--- config.mk ---
export PLATFORM = sky130hd
export DESIGN_NAME = eeprom_port_param_loader
export DESIGN_NICKNAME = d
export VERILOG_FILES = /design/src/rtl/param_loader_pkg.sv /design/src/rtl/param_field_if.sv /design/src/rtl/param_field_store.sv /design/src/rtl/eeprom_port_param_loader.sv
export SDC_FILE = /design/constraint.sdc
export NUM_CORES = 1
export LEC_CHECK = 0
export ABC_CLOCK_PERIOD_IN_PS = 2520
export BUFFER_PORTS_ARGS = -buffer_cell sky130_fd_sc_hd__buf_2
export CAP_MARGIN = 10
export CORE_MARGIN = 2
export CORE_UTILIZATION = 40
export DETAILED_ROUTE_END_ITERATION = 10
export PLACE_DENSITY = 0.67
export SYNTH_ARGS = -nofsm -noshare
export SYNTH_HDL_FRONTEND = slang
export SYNTH_SLANG_ARGS = --single-unit
--- constraint.sdc ---
create_clock -name core_clk_i -period 2.52 [get_ports core_clk_i]
set_clock_uncertainty 0.2 [all_clocks]
set_input_delay 0.756 -clock core_clk_i [delete_from_list [all_inputs] [get_ports core_clk_i]]
set_output_delay 0.756 -clock core_clk_i [all_outputs]
set_load 0.03 [all_outputs]
--- src/rtl/param_loader_pkg.sv ---
// Package of word addresses, field positions, reset values and timing for the parameter loader.
package param_loader_pkg;

    localparam int NUM_PORTS = 6;
    localparam int WORD_W = 16;
    localparam int ADDR_W = 8;

    // ------------------------------------------------------------
    // Memory word addresses
    // ------------------------------------------------------------
    localparam logic [ADDR_W-1:0] PM_WORD_BASE_ADDR = 8'h80;
    localparam logic [ADDR_W-1:0] PM_WORD_STEP = 8'h02;
    localparam logic [ADDR_W-1:0] SLOT_CAP_LO_P1_ADDR = 8'h92;

    // ------------------------------------------------------------
    // Source bit positions in the parameter word
    // ------------------------------------------------------------
    localparam int SRC_D3_L1_LSB = 0;
    localparam int SRC_L1_DLY_LSB = 2;
    localparam int SRC_L0S_LSB = 4;
    localparam int SRC_RX_POL_DIS = 6;
    localparam int SRC_VGA_EN = 7;
    localparam int SRC_PHY_LSB = 8;

    // ------------------------------------------------------------
    // Configuration offsets and destination field positions
    // ------------------------------------------------------------
    localparam logic [7:0] CFG_VGA_OFFSET = 8'h70;
    localparam logic [7:0] CFG_PM_OFFSET = 8'h74;
    localparam logic [7:0] CFG_PHY_OFFSET = 8'h88;
    localparam logic [7:0] CFG_SLOT_CAP_OFFSET = 8'hd4;
    localparam int DST_PM_LSB = 8;
    localparam int DST_RX_POL_DIS = 14;
    localparam int DST_VGA_EN = 31;
    localparam int DST_PHY_LSB = 24;
    localparam int SLOT_CAP_PORT = 1;

    // ------------------------------------------------------------
    // Default field values when no word is loaded
    // ------------------------------------------------------------
    localparam logic [5:0] PM_FIELD_RST = 6'h00;
    localparam logic RX_POL_DIS_RST = 1'b0;
    localparam logic VGA_EN_RST = 1'b0;
    localparam logic [7:0] PHY_BYTE_RST = 8'h00;
    localparam logic [15:0] SLOT_CAP_LO_RST = 16'h0000;

    // ------------------------------------------------------------
    // Sequencing
    // ------------------------------------------------------------
    localparam logic [2:0] LAST_PM_IDX = 3'h5;
    localparam logic [3:0] RD_TIMEOUT_CYC = 4'hf;

endpackage : param_loader_pkg

--- src/rtl/param_field_if.sv ---
// Interface carrying one decoded word between the sequencer and the field store.
`timescale 1ns/10ps
interface param_field_if;
    import param_loader_pkg::*;

    logic pm_wr;
    logic slot_wr;
    logic [2:0] port_idx;
    logic [WORD_W-1:0] word;

    modport src
    (
        output pm_wr,
        output slot_wr,
        output port_idx,
        output word
    );

    modport dst
    (
        input pm_wr,
        input slot_wr,
        input port_idx,
        input word
    );
endinterface : param_field_if

--- src/rtl/param_field_store.sv ---
// Field store that scatters loaded words into per-port configuration fields.
`timescale 1ns/10ps
module param_field_store
(
    input wire logic core_clk_i,
    input wire logic nrst_i,
    param_field_if.dst fld,
    output logic [param_loader_pkg::NUM_PORTS*6-1:0] pm_field_o,
    output logic [param_loader_pkg::NUM_PORTS-1:0] rx_pol_dis_o,
    output logic [param_loader_pkg::NUM_PORTS-1:0] vga_decode_en_o,
    output logic [param_loader_pkg::NUM_PORTS*8-1:0] phy_ctrl_status_word5_o,
    output logic [15:0] slot_cap_lo_o
);
    import param_loader_pkg::*;

    typedef struct packed {
        logic [NUM_PORTS*6-1:0] pm;
        logic [NUM_PORTS-1:0] rx_pol;
        logic [NUM_PORTS-1:0] vga;
        logic [NUM_PORTS*8-1:0] phy;
        logic [15:0] slot;
    } store_s;

    store_s st_reg;
    store_s st_next;

    // ------------------------------------------------------------
    // Word scatter
    // ------------------------------------------------------------
    always_comb
    begin
        st_next = st_reg;
        for (int p = 0; p < NUM_PORTS; p++)
        begin
            if (fld.pm_wr && fld.port_idx == p[2:0])
            begin
                st_next.pm[p*6 +: 6] = fld.word[SRC_D3_L1_LSB +: 6];
                st_next.rx_pol[p] = fld.word[SRC_RX_POL_DIS];
                st_next.vga[p] = fld.word[SRC_VGA_EN];
                st_next.phy[p*8 +: 8] = fld.word[SRC_PHY_LSB +: 8];
            end
        end
        if (fld.slot_wr)
        begin
            st_next.slot = fld.word;
        end
    end

    always_ff @(posedge core_clk_i or negedge nrst_i)
    begin
        if (!nrst_i)
        begin
            // Fields never written keep these defaults.
            st_reg.pm <= {NUM_PORTS{PM_FIELD_RST}};
            st_reg.rx_pol <= {NUM_PORTS{RX_POL_DIS_RST}};
            st_reg.vga <= {NUM_PORTS{VGA_EN_RST}};
            st_reg.phy <= {NUM_PORTS{PHY_BYTE_RST}};
            st_reg.slot <= SLOT_CAP_LO_RST;
        end
        else
        begin
            st_reg <= st_next;
        end
    end

    assign pm_field_o = st_reg.pm;
    assign rx_pol_dis_o = st_reg.rx_pol;
    assign vga_decode_en_o = st_reg.vga;
    assign phy_ctrl_status_word5_o = st_reg.phy;
    assign slot_cap_lo_o = st_reg.slot;

    // ------------------------------------------------------------
    // Checks
    // ------------------------------------------------------------
    a_rx_pol_copy: assert property (@(posedge core_clk_i) disable iff (!nrst_i)
        fld.pm_wr |=> rx_pol_dis_o[$past(fld.port_idx)] == $past(fld.word[SRC_RX_POL_DIS]))
        else $error("Receive polarity bit not loaded.");

    a_vga_copy: assert property (@(posedge core_clk_i) disable iff (!nrst_i)
        fld.pm_wr |=> vga_decode_en_o[$past(fld.port_idx)] == $past(fld.word[SRC_VGA_EN]))
        else $error("Legacy decode enable not loaded.");

    a_pm_field_copy: assert property (@(posedge core_clk_i) disable iff (!nrst_i)
        fld.pm_wr && fld.port_idx == 3'h0 |=> pm_field_o[5:0] == $past(fld.word[5:0]))
        else $error("Power management field of port 0 wrong.");

    a_phy_byte_copy: assert property (@(posedge core_clk_i) disable iff (!nrst_i)
        fld.pm_wr && fld.port_idx == 3'h5
        |=> phy_ctrl_status_word5_o[47:40] == $past(fld.word[15:8]))
        else $error("Physical layer byte of port 5 wrong.");

    a_slot_copy: assert property (@(posedge core_clk_i) disable iff (!nrst_i)
        fld.slot_wr |=> slot_cap_lo_o == $past(fld.word))
        else $error("Slot capability low word not loaded.");

    a_idle_hold: assert property (@(posedge core_clk_i) disable iff (!nrst_i)
        !fld.pm_wr && !fld.slot_wr |=> $stable(pm_field_o) && $stable(slot_cap_lo_o))
        else $error("Field changed without a load.");

endmodule : param_field_store

--- src/rtl/eeprom_port_param_loader.sv ---
// Top of the loader that fetches parameter words and scatters them into port fields.
`timescale 1ns/10ps
module eeprom_port_param_loader
(
    input wire logic core_clk_i,
    input wire logic nrst_i,
    input wire logic start_i,
    output logic mem_rd_req_o,
    output logic [param_loader_pkg::ADDR_W-1:0] mem_rd_addr_o,
    input wire logic mem_rd_valid_i,
    input wire logic [param_loader_pkg::WORD_W-1:0] mem_rd_data_i,
    input wire logic mem_absent_i,
    output logic load_done_o,
    output logic cfg_ready_o,
    output logic [param_loader_pkg::NUM_PORTS*6-1:0] pm_field_o,
    output logic [param_loader_pkg::NUM_PORTS-1:0] rx_pol_dis_o,
    output logic [param_loader_pkg::NUM_PORTS-1:0] vga_decode_en_o,
    output logic [param_loader_pkg::NUM_PORTS*8-1:0] phy_ctrl_status_word5_o,
    output logic [15:0] slot_cap_lo_o
);
    import param_loader_pkg::*;

    typedef enum logic [1:0]
    {
        ST_IDLE = 2'b00,
        ST_REQ = 2'b01,
        ST_WAIT = 2'b10,
        ST_DONE = 2'b11
    } loader_state_e;

    typedef struct packed {
        loader_state_e state;
        logic [2:0] idx;
        logic [3:0] tmo;
        logic [ADDR_W-1:0] addr;
        logic pm_wr;
        logic slot_wr;
        logic [2:0] port_idx;
        logic [WORD_W-1:0] word;
    } seq_s;

    seq_s s_reg;
    seq_s s_next;

    param_field_if fld ();

    // ------------------------------------------------------------
    // Address of the n-th word in the load sequence
    // ------------------------------------------------------------
    function automatic logic [ADDR_W-1:0] word_addr(input logic [2:0] n);
        logic [ADDR_W-1:0] a;
        if (n > LAST_PM_IDX)
            a = SLOT_CAP_LO_P1_ADDR;
        else
            a = PM_WORD_BASE_ADDR + ADDR_W'(n) * PM_WORD_STEP;
        return a;
    endfunction : word_addr

    // ------------------------------------------------------------
    // Sequencer
    // ------------------------------------------------------------
    always_comb
    begin
        s_next = s_reg;
        s_next.pm_wr = 1'b0;
        s_next.slot_wr = 1'b0;
        unique case (s_reg.state)
            ST_IDLE:
            begin
                if (start_i)
                begin
                    // A missing memory leaves every field at its default.
                    if (mem_absent_i)
                        s_next.state = ST_DONE;
                    else
                    begin
                        s_next.state = ST_REQ;
                        s_next.idx = 3'h0;
                        s_next.addr = word_addr(3'h0);
                    end
                end
            end
            ST_REQ:
            begin
                s_next.state = ST_WAIT;
                s_next.tmo = RD_TIMEOUT_CYC;
            end
            ST_WAIT:
            begin
                // A word that never arrives is skipped so the load cannot hang.
                if (mem_rd_valid_i || s_reg.tmo == 4'h0)
                begin
                    if (mem_rd_valid_i)
                    begin
                        s_next.word = mem_rd_data_i;
                        s_next.port_idx = s_reg.idx;
                        s_next.pm_wr = (s_reg.idx <= LAST_PM_IDX);
                        s_next.slot_wr = (s_reg.idx > LAST_PM_IDX);
                    end
                    if (s_reg.idx > LAST_PM_IDX)
                        s_next.state = ST_DONE;
                    else
                    begin
                        s_next.idx = s_reg.idx + 3'h1;
                        s_next.addr = word_addr(s_reg.idx + 3'h1);
                        s_next.state = ST_REQ;
                    end
                end
                else
                    s_next.tmo = s_reg.tmo - 4'h1;
            end
            ST_DONE:
            begin
                s_next.state = ST_DONE;
            end
        endcase
    end

    always_ff @(posedge core_clk_i or negedge nrst_i)
    begin
        if (!nrst_i)
        begin
            s_reg <= '{state: ST_IDLE, idx: 3'h0, tmo: 4'h0, addr: 8'h00, pm_wr: 1'b0,
                       slot_wr: 1'b0, port_idx: 3'h0, word: 16'h0000};
        end
        else
        begin
            s_reg <= s_next;
        end
    end

    assign fld.pm_wr = s_reg.pm_wr;
    assign fld.slot_wr = s_reg.slot_wr;
    assign fld.port_idx = s_reg.port_idx;
    assign fld.word = s_reg.word;

    assign mem_rd_req_o = (s_reg.state == ST_REQ);
    assign mem_rd_addr_o = s_reg.addr;
    assign load_done_o = (s_reg.state == ST_DONE);
    // The last word is written one cycle after entering done, so hold ready one more cycle.
    assign cfg_ready_o = load_done_o && !s_reg.pm_wr && !s_reg.slot_wr;

    param_field_store param_field_store_inst
    (
        .core_clk_i(core_clk_i),
        .nrst_i(nrst_i),
        .fld(fld),
        .pm_field_o(pm_field_o),
        .rx_pol_dis_o(rx_pol_dis_o),
        .vga_decode_en_o(vga_decode_en_o),
        .phy_ctrl_status_word5_o(phy_ctrl_status_word5_o),
        .slot_cap_lo_o(slot_cap_lo_o)
    );

    // ------------------------------------------------------------
    // Checks
    // ------------------------------------------------------------
    a_pm_addr_map: assert property (@(posedge core_clk_i) disable iff (!nrst_i)
        mem_rd_req_o && s_reg.idx <= LAST_PM_IDX
        |-> mem_rd_addr_o == 8'h80 + {4'h0, s_reg.idx, 1'b0})
        else $error("Parameter word address wrong.");

    a_slot_addr_map: assert property (@(posedge core_clk_i) disable iff (!nrst_i)
        mem_rd_req_o && s_reg.idx > LAST_PM_IDX |-> mem_rd_addr_o == 8'h92)
        else $error("Slot capability word address wrong.");

    a_ready_after_load: assert property (@(posedge core_clk_i) disable iff (!nrst_i)
        cfg_ready_o |-> !mem_rd_req_o && s_reg.state == ST_DONE ##1 cfg_ready_o)
        else $error("Configuration ready before load ends.");

    a_req_one_cycle: assert property (@(posedge core_clk_i) disable iff (!nrst_i)
        mem_rd_req_o |=> !mem_rd_req_o)
        else $error("Read request held longer than one cycle.");

    a_wait_bounded: assert property (@(posedge core_clk_i) disable iff (!nrst_i)
        mem_rd_req_o |=> s_reg.state == ST_WAIT ##[1:16] s_reg.state != ST_WAIT)
        else $error("Read wait not ended by the timeout.");

    a_word_capture: assert property (@(posedge core_clk_i) disable iff (!nrst_i)
        s_reg.state == ST_WAIT && mem_rd_valid_i
        |=> fld.word == $past(mem_rd_data_i) && (fld.pm_wr != fld.slot_wr))
        else $error("Returned word not passed to the field store.");

    a_skip_silent: assert property (@(posedge core_clk_i) disable iff (!nrst_i)
        s_reg.state == ST_WAIT && s_reg.tmo == 4'h0 && !mem_rd_valid_i
        |=> !fld.pm_wr && !fld.slot_wr)
        else $error("Timed out word written to a field.");

    a_absent_skip: assert property (@(posedge core_clk_i) disable iff (!nrst_i)
        s_reg.state == ST_IDLE && start_i && mem_absent_i |=> load_done_o && !mem_rd_req_o)
        else $error("Absent memory did not skip the load.");

    a_done_sticky: assert property (@(posedge core_clk_i) disable iff (!nrst_i)
        load_done_o |=> load_done_o && !mem_rd_req_o)
        else $error("Load restarted after completion.");

    // ------------------------------------------------------------
    // Per-port checks
    // ------------------------------------------------------------
    // Every port is checked, since a slicing slip often hits only the middle ports.
    for (genvar p = 0; p < NUM_PORTS; p++)
    begin : g_port_chk
        a_port_pm_copy: assert property (@(posedge core_clk_i) disable iff (!nrst_i)
            fld.pm_wr && fld.port_idx == 3'(p)
            |=> pm_field_o[p*6 +: 6] == $past(fld.word[SRC_D3_L1_LSB +: 6]))
            else $error("Power management field not loaded.");

        a_port_phy_copy: assert property (@(posedge core_clk_i) disable iff (!nrst_i)
            fld.pm_wr && fld.port_idx == 3'(p)
            |=> phy_ctrl_status_word5_o[p*8 +: 8] == $past(fld.word[SRC_PHY_LSB +: 8]))
            else $error("Physical layer byte not loaded.");

        a_port_untouched: assert property (@(posedge core_clk_i) disable iff (!nrst_i)
            !(fld.pm_wr && fld.port_idx == 3'(p))
            |=> $stable(pm_field_o[p*6 +: 6]) && $stable(phy_ctrl_status_word5_o[p*8 +: 8])
                && $stable(rx_pol_dis_o[p]) && $stable(vga_decode_en_o[p]))
            else $error("Port field changed without its own word.");
    end

endmodule : eeprom_port_param_loader

After elaboration in Yosys (flattened, before gate mapping)

Cells that the tools add are included.

Add/sub/neg operators: 3
$lt $le $gt $ge: 3
Equality and inequality tests: 13
Muxes and demuxes: 18
Reduce and logical (&&, ||, !) cells: 20

Operators by type and width:

| kind                                                 | number |
|---|---|
| two-way mux 21 bit                                   | 2 |
| two-way mux 8 bit                                    | 4 |
| two-way mux 29 bit                                   | 1 |
| one-hot mux 8 bit (2 select lines)                   | 1 |
| two-way mux 5 bit                                    | 2 |
| != test 2 bit, second input constant                 | 5 |
| adder 8 x 4 -> 8 bit, first input constant           | 1 |
| logical AND 1 bit                                    | 8 |
| one-hot mux 2 bit (4 select lines)                   | 1 |
| one-hot mux 4 bit (2 select lines)                   | 1 |
| equality test 3 x 2 -> 1 bit, second input constant  | 2 |
| equality test 3 bit, second input constant           | 2 |
| greater-than comparator 3 bit, second input constant | 2 |
| two-way mux 3 bit                                    | 2 |
| one-hot mux 3 bit (2 select lines)                   | 1 |
| AND reduction 5 bit                                  | 1 |
| equality test 2 bit, second input constant           | 2 |
| zero test 4 bit                                      | 1 |
| two-way mux 2 bit                                    | 2 |
| two-way mux 4 bit                                    | 1 |
| AND reduction 2 bit                                  | 2 |
| nonzero test 2 bit                                   | 2 |
| subtractor 4 x 1 -> 4 bit, second input constant     | 1 |
| adder 3 x 1 -> 3 bit, second input constant          | 1 |
| 8 further kinds                                      | 9 |

Bits in registers: 150
Input port bits: 21
Output and inout port bits: 123
Logic and storage cells: 90

Logic depth before layout (Yosys ltp)

Gate-level depths: netlist (run 1).

Depth after elaboration: 6
Gate-level depth with buffers: 7
Gate-level depth less buffers: 6

By module

A second synthesis (run 1) with hierarchy kept.

Cell total of the unflattened synthesis: 376
Area total of the unflattened synthesis: 5911.9 µm²

Modules (own cells, without submodules):

| module                   | times used | cells an instance | area each (µm²) | sequential area each (µm²) |
|---|---|---|---|---|
| param_field_store        | 1          | 242               | 4305.4          | 2802.7 |
| eeprom_port_param_loader | 1          | 134               | 1606.5          | 875.8 |

Least setup slack after synthesis (run 1)

OpenSTA, ideal clock, no wires.

Path kind: register to output
From: register s_reg[36] (netlist name)
To: output cfg_ready_o
Arrival time: 1739 ps
Required time: 1564 ps
Setup slack: -175 ps
Cell stages (with the launch flop): 4
Path buffers: 1
Path through: dfrtp_1 > clkbuf_1 > and2_1 > nor3b_1

Longest elaborated chain between the ends: 3

RTL lines:

| what                            | RTL line                        | RTL |
|---|---|---|
| start, declared                 | eeprom_port_param_loader.sv:42  | `seq_s s_reg;` |
| start signal, assigned          | eeprom_port_param_loader.sv:123 | `s_reg <= '{state: ST_IDLE, idx: 3'h0, tmo: 4'h0, addr: 8'h00, pm_wr: 1'b0,` |
| start signal, assigned          | eeprom_port_param_loader.sv:128 | `s_reg <= s_next;` |
| equality test 2 bit             | eeprom_port_param_loader.sv:139 | `assign load_done_o = (s_reg.state == ST_DONE);` |
| named net load_done_o           | eeprom_port_param_loader.sv:13  | `output logic load_done_o,` |
| logical AND 1 bit (2 in series) | eeprom_port_param_loader.sv:141 | `assign cfg_ready_o = load_done_o && !s_reg.pm_wr && !s_reg.slot_wr;` |
| end, declared                   | eeprom_port_param_loader.sv:14  | `output logic cfg_ready_o,` |

The timed path passes the listed nets, and every way through them passes these cells.

Worst setup path after layout (run 1)

From: register s_reg[37] (netlist name)
To: output cfg_ready_o

Longest elaborated chain between the ends: 3

RTL lines:

| what                            | RTL line |
|---|---|
| equality test 2 bit             | eeprom_port_param_loader.sv:139 |
| logical AND 1 bit (2 in series) | eeprom_port_param_loader.sv:141 |

No other way between the ends.

==> results of run 1 <==
[power groups by stage]
stage	Clock [uW]	Combinational, uW	Sequential [uW]
floorplan	0	1230	5080
global route	2800	3600	4130
global placement	0	3370	3960
finish	2650	3400	3980
detailed placement	0	3430	4030
CTS	2710	3440	3990
[cell families after synthesis]
logic type | count (synthesis) | share of synthesized area [%]
XOR/XNOR | 1 | 0.149
AO/OA/AOI/OAI | 24 | 2.72
buffers and inverters | 32 | 3.29
flip-flops | 147 | 62.4
other | 1 | 0.0637
multiplexers | 131 | 25.6
adder cells (fa/ha/maj) | 4 | 0.850
AND/OR/NAND/NOR | 43 | 4.84
[stage by stage]
stage                     total power [uW]  instances  instance area [um^2]  setup WS [ns]  util (%)
after detailed placement              7460        698                  6810          0.419      47.0
after global routing                 10500        729                  7430         0.0206      51.3
final                                10000        730                  7430          0.102      51.3
after floorplan                       6310        385                  5900          0.104         -
after global placement                7330        698                  6810          0.514      47.0
after CTS                            10100        729                  7430         0.0290      51.3
[layout by cell type, fill, tap and decap left out, types with 4 or more instances in the layout]
master	count
nand2_1	8
dfrtp_1	146
o21ai_0	10
buf_2	139
mux2_4	10
buf_4	10
ha_1	4
nor2_1	9
clkbuf_16	17
bufinv_16	4
inv_1	8
nand3_1	6
mux2_2	119
[what timing repair did]
action | CTS | global route
gates resized for setup | 0 | 1
setup endpoints to repair | 0 | 1
endpoints found under the hold margin | 0 | 0
[worst reg2reg max path, stage by stage, from the launching register on]
cell and delay, ns:
dfrtp_1 0.41, inv_1 0.08, ha_1 0.20, nor3b_2 0.31, o221ai_1 0.17, buf_4 0.20, o41ai_1 0.41
[final cells by class]
cell class                 count  area, um^2  share of cell area, %
sequential                   147        3680                   49.5
multi-input combinational    206        2030                   27.3
timing repair buffer         153         842                   11.3
clock buffer                  22         464                   6.24
tap                          184         230                   3.10
clock inverter                 9         154                   2.07
inverter                       8        30.0                  0.404
antenna                        1        2.50                 0.0337
[layer usage]
metal  global-route usage (%)  part of all wire [%]
met1                     23.4                    46
met2                     26.9                    46
met3                     5.31                   6.0
met4                     6.86                   1.6
met5                        0                     0
[Yosys cell counts (all sizes together), types with 2 or more instances]
cell,n
a21o,2
buf,22
clkbuf,2
dfrtp,147
ha,4
inv,8
mux2,129
mux2i,2
nand2,8
nand3,7
nand3b,2
nor2,10
nor2b,2
nor3,3
nor3b,3
o21ai,10
o31ai,2
o41ai,2
[worst max-delay path by stage]
stage / to / slack [ns] / cells after the start
after detailed placement: mem_rd_addr_o[4] / 0.42 / 6
after floorplan: cfg_ready_o / 0.10 / 3
after global placement: cfg_ready_o / 0.51 / 3
after global routing: cfg_ready_o / 0.02 / 3
after CTS: cfg_ready_o / 0.03 / 3
final: cfg_ready_o / 0.10 / 3
==> results.py, run 1 <==
metrics = {
    "status": {
        "status": "finished clean",
    },
    "detailed_routing": {
        "antenna_left": 0,
        "via_count": 3635,
        "via_per_inst": 4.98,
        "first_pass_iters": 4,
        "drc": 0,
        "drt-initial-drc-count": 143,
        "totalWireLength_um": 13300,
        "post_drt_wl_per_cell_um": 18.2,
    },
    "layout": {
        "largest_register_ffs": 48,
        "num-fill-cells": 1224,
        "layout-drive-gt1-share_pct": 58.9,
        "syn_to_final_growth_pct": 26.2,
        "finish.net_count": 558,
    },
    "timing": {
        "finalMaxSlewViolations": 0,
        "tns_ns": 0,
        "maxSlewHeadroom_pct": 60.5,
        "rsz0062_at_grt": "no",
        "final.period_utilization_pct": 96.0,
        "hold_ws_ns": 0.0754,
        "tightest_slew_ns": 0.592,
        "max_freq_mhz": 414,
        "setup_violations": 0,
        "layout_min_cycle_time_ns": 2.42,
        "hold_viol": 0,
    },
    "setup_path": {
        "path_cells": "and2_1 -> nor3b_2 -> buf_2",
        "worstSetupStartpointType": "register",
        "cp.required_ns": 1.56,
        "r2r-start": "s_reg[29]",
        "crit_arrival_ns": 1.46,
        "end_kind": "primary output",
        "crit_slowest_cell": "dfrtp_1",
        "startpoint": "s_reg[37]",
        "reg2reg_slack_ns": 0.40,
        "critical-path-max-stage-delay_ns": 0.50,
        "cp_num_buf_inv": 1,
        "path_delay_family": "flip-flops",
        "cp_max_fo": 10,
        "r2r_end": "mem_rd_addr_o[4]",
        "reg2reg_depth": 6,
        "crit_type": "reg -> out",
    },
    "placement": {
        "portBuffers": 140,
        "finalWeightedCongestion": 0.759,
        "dp_hpwl_um": 8980,
    },
    "floorplanning": {
        "num_rows": 44,
        "io_pins": 144,
        "die-area_mm2": 0.0157,
        "die_x_um": 125,
        "start_util_pct": 40.7,
        "core_area_mm2": 0.0145,
        "die_y_um": 125,
    },
    "clock_network": {
        "cts_tree": "done",
        "clk_pin_slew_ns": 0.06,
        "htree_levels": 4,
        "cts-root-buf": "clkbuf_16",
        "cts.sinks": 147,
        "clkLatencyLatePin_ns": 0.42,
        "cts_hold_buf": 0,
        "clockBufferDepth": 2,
        "numCtsBuffers": 17,
        "post-cts-setup-buffers": 0,
    },
    "yosys": {
        "ys_top_cells_by_area": "dfrtp_1 (62%), mux2_2 (23%), mux2_4 (2.5%)",
        "avgSynthCellArea_um2": 15.4,
        "syn_area_mm2": 0.00589,
        "yosysWarnings": 0,
        "synth-edff-count": 0,
        "yosysTopAreaCell": "dfrtp_1",
        "ys_seq_area_share_pct": 62.4,
        "synth_cell_types": 46,
        "synth_ff_type": "dfrtp_1",
        "async_reset_ff_share_pct": 100,
        "synth_top_area_share_pct": 62.4,
        "netlist_instances": 383,
        "synth_seq_cells": 147,
    },
    "power": {
        "p_leak_uw": 0.00391,
        "max-vdd-ir-drop_mv": 0.687,
        "p_sw_share_pct": 38.3,
        "power.internal_uw": 6190,
        "p_comb_share_pct": 33.9,
        "power.switching_uw": 3840,
        "p_per_area_mw_per_mm2": 1350,
        "seqPwrFrac_pct": 39.7,
        "clkPwrFrac_pct": 26.4,
    },
    "flow_run": {
        "cap_violations": 0,
    },
    "worst_hold_path": {
        "hold_path.class": "in -> async",
    },
    "global_route": {
        "grt_pass1_vias": 3761,
        "grt_max_degree": 47,
        "grt_pass1_wl_um": 20900,
        "overflow": 0,
        "antenna_found_initial": 1,
        "grt_usage_pct": 17.5,
    },
}
No activity file was read; power rests on OpenSTA's default activity.
==> run 2: changes to the inputs <==
- SETUP_SLACK_MARGIN: unset -> 0.5
==> results.py, run 2 (synthesis results as in run 1) <==
metrics = {
    "detailed_routing": {
        "via_per_inst": 4.97,
        "antenna_left": 0,
        "drc": 0,
        "drt-initial-drc-count": 142,
        "first_pass_iters": 4,
        "totalWireLength_um": 12900,
        "via_count": 3641,
        "post_drt_wl_per_cell_um": 17.6,
    },
    "layout": {
        "final_cell_mix": "dfrtp_1 (145), buf_2 (136), mux2_2 (119)",
        "largest_register_ffs": 48,
        "final_common_cell": "dfrtp_1",
        "layout-drive-gt1-share_pct": 60.2,
        "stdcell_count": 732,
        "syn_to_final_growth_pct": 26.9,
        "finish.net_count": 561,
        "num_antenna_cells": 0,
    },
    "timing": {
        "hold_viol": 0,
        "final.period_utilization_pct": 88.2,
        "maxSlewHeadroom_pct": 58.9,
        "max_freq_mhz": 450,
        "tightest_slew_ns": 0.614,
        "tns_ns": 0,
        "setup_violations": 0,
        "layout_min_cycle_time_ns": 2.22,
        "finalMaxSlewViolations": 0,
        "rsz0062_at_grt": "yes",
    },
    "placement": {
        "dpl.cell_count": 696,
        "finalWeightedCongestion": 0.765,
        "portBuffers": 140,
        "dp_hpwl_um": 8920,
    },
    "flow_run": {
        "cap_violations": 0,
    },
    "setup_path": {
        "worstSetupStartpointType": "register",
        "crit_type": "reg -> out",
        "cp_max_fo": 2,
        "crit_arrival_ns": 1.27,
        "end_kind": "primary output",
        "cp.required_ns": 1.56,
    },
    "clock_network": {
        "cts_tree": "done",
        "numCtsBuffers": 17,
        "cts.sinks": 147,
        "cts-root-buf": "clkbuf_16",
        "clockBufferDepth": 2,
        "clk_pin_slew_ns": 0.06,
        "cts_hold_buf": 0,
        "htree_levels": 4,
        "clkLatencyLatePin_ns": 0.41,
    },
    "worst_hold_path": {
        "hold_path.class": "in -> async",
    },
    "power": {
        "p_leak_uw": 0.00395,
        "p_per_area_mw_per_mm2": 1330,
        "max-vdd-ir-drop_mv": 0.651,
        "power_uw": 9970,
    },
    "global_route": {
        "grt_pass1_wl_um": 20500,
        "antenna_found_initial": 0,
        "grt_usage_pct": 17.0,
        "grt_max_degree": 57,
        "grt_pass1_vias": 3737,
        "overflow": 0,
    },
    "floorplanning": {
        "start_util_pct": 40.7,
        "io_pins": 144,
        "core_area_mm2": 0.0145,
        "num_rows": 44,
        "die_x_um": 125,
        "die_y_um": 125,
        "die-area_mm2": 0.0157,
    },
    "status": {
        "status": "finished clean",
    },
}
run 2: changes by cell type in the layout (fill, tap and decap cells not counted), sizes merged:
cell / delta
buf: +3
bufinv: -1
clkbuf: -4
clkinv: +3
clkinvlp: +1
diode: -1
inv: +1
run 2: final timing paths:
| path | startpoint | depth (start not counted) | slack, ns | end |
|---|---|---|---|---|
| min reg2reg | mem_rd_addr_o[7] | 1 | 0.27 | mem_rd_addr_o[7] |
| min | nrst_i | 1 | 0.10 | param_field_store_inst.pm_field_o[20] |
| max | s_reg[36] | 3 | 0.30 | cfg_ready_o |
| max in group asynchronous | nrst_i | 2 | 1.37 | param_field_store_inst.pm_field_o[32] |
| min in group core_clk_i | mem_rd_addr_o[7] | 1 | 0.27 | mem_rd_addr_o[7] |
| max reg2reg | fld.port_idx[0] | 2 | 0.52 | param_field_store_inst.pm_field_o[32] |
run 2: worst max-delay path, stage by stage, from the launching register on:
cell and delay [ns]:
dfrtp_2 0.42, and2_4 0.16, nor3b_4 0.14, buf_6 0.14
run 2: what timing repair did:
| item | 4_1_cts | 5_1_grt |
|---|---|---|
| gates resized for setup | 6 | 8 |
| pin swaps | 0 | 0 |
| setup buffers | 3 | 2 |
| setup endpoints to repair | 13 | 61 |
run 2: area by class of cell:
type,instances,area [um^2]
fill,1274,7000
sequential,147,3680
clock inverter,13,159
inverter,8,30.0
multi-input combinational,206,2060
timing repair buffer,156,875
clock buffer,18,439
tap,184,230
run 2: per-layer routing:
layer	share of wire, %	global-route usage [%]	vias up
li1	-	-	1656
met1	46	22.5	1867
met2	47	26.3	104
met3	5.4	5.99	14
met4	1.6	5.56	0
met5	0	0	-
run 2: power breakdown:
group	total [uW]	switching [uW]	leakage (uW)	internal [uW]
sequential	3990	755	0.00192	3230
combinational	3460	2160	0.00174	1300
clock	2520	950	0.000288	1570
total	9970	3860	0.00395	6100
run 2: metrics by stage:
stage                     setup slack [ns]  hold WS, ns  utilization, %  instance area (um^2)
final                                0.296        0.103            51.6                  7480
after global routing                 0.237        0.136            51.6                  7480
after CTS                            0.272        0.111            51.3                  7430
after detailed placement             0.461        0.255            46.9                  6790
after global placement               0.474        0.254            46.9                  6790
after floorplan                      0.490        0.240               -                  5930
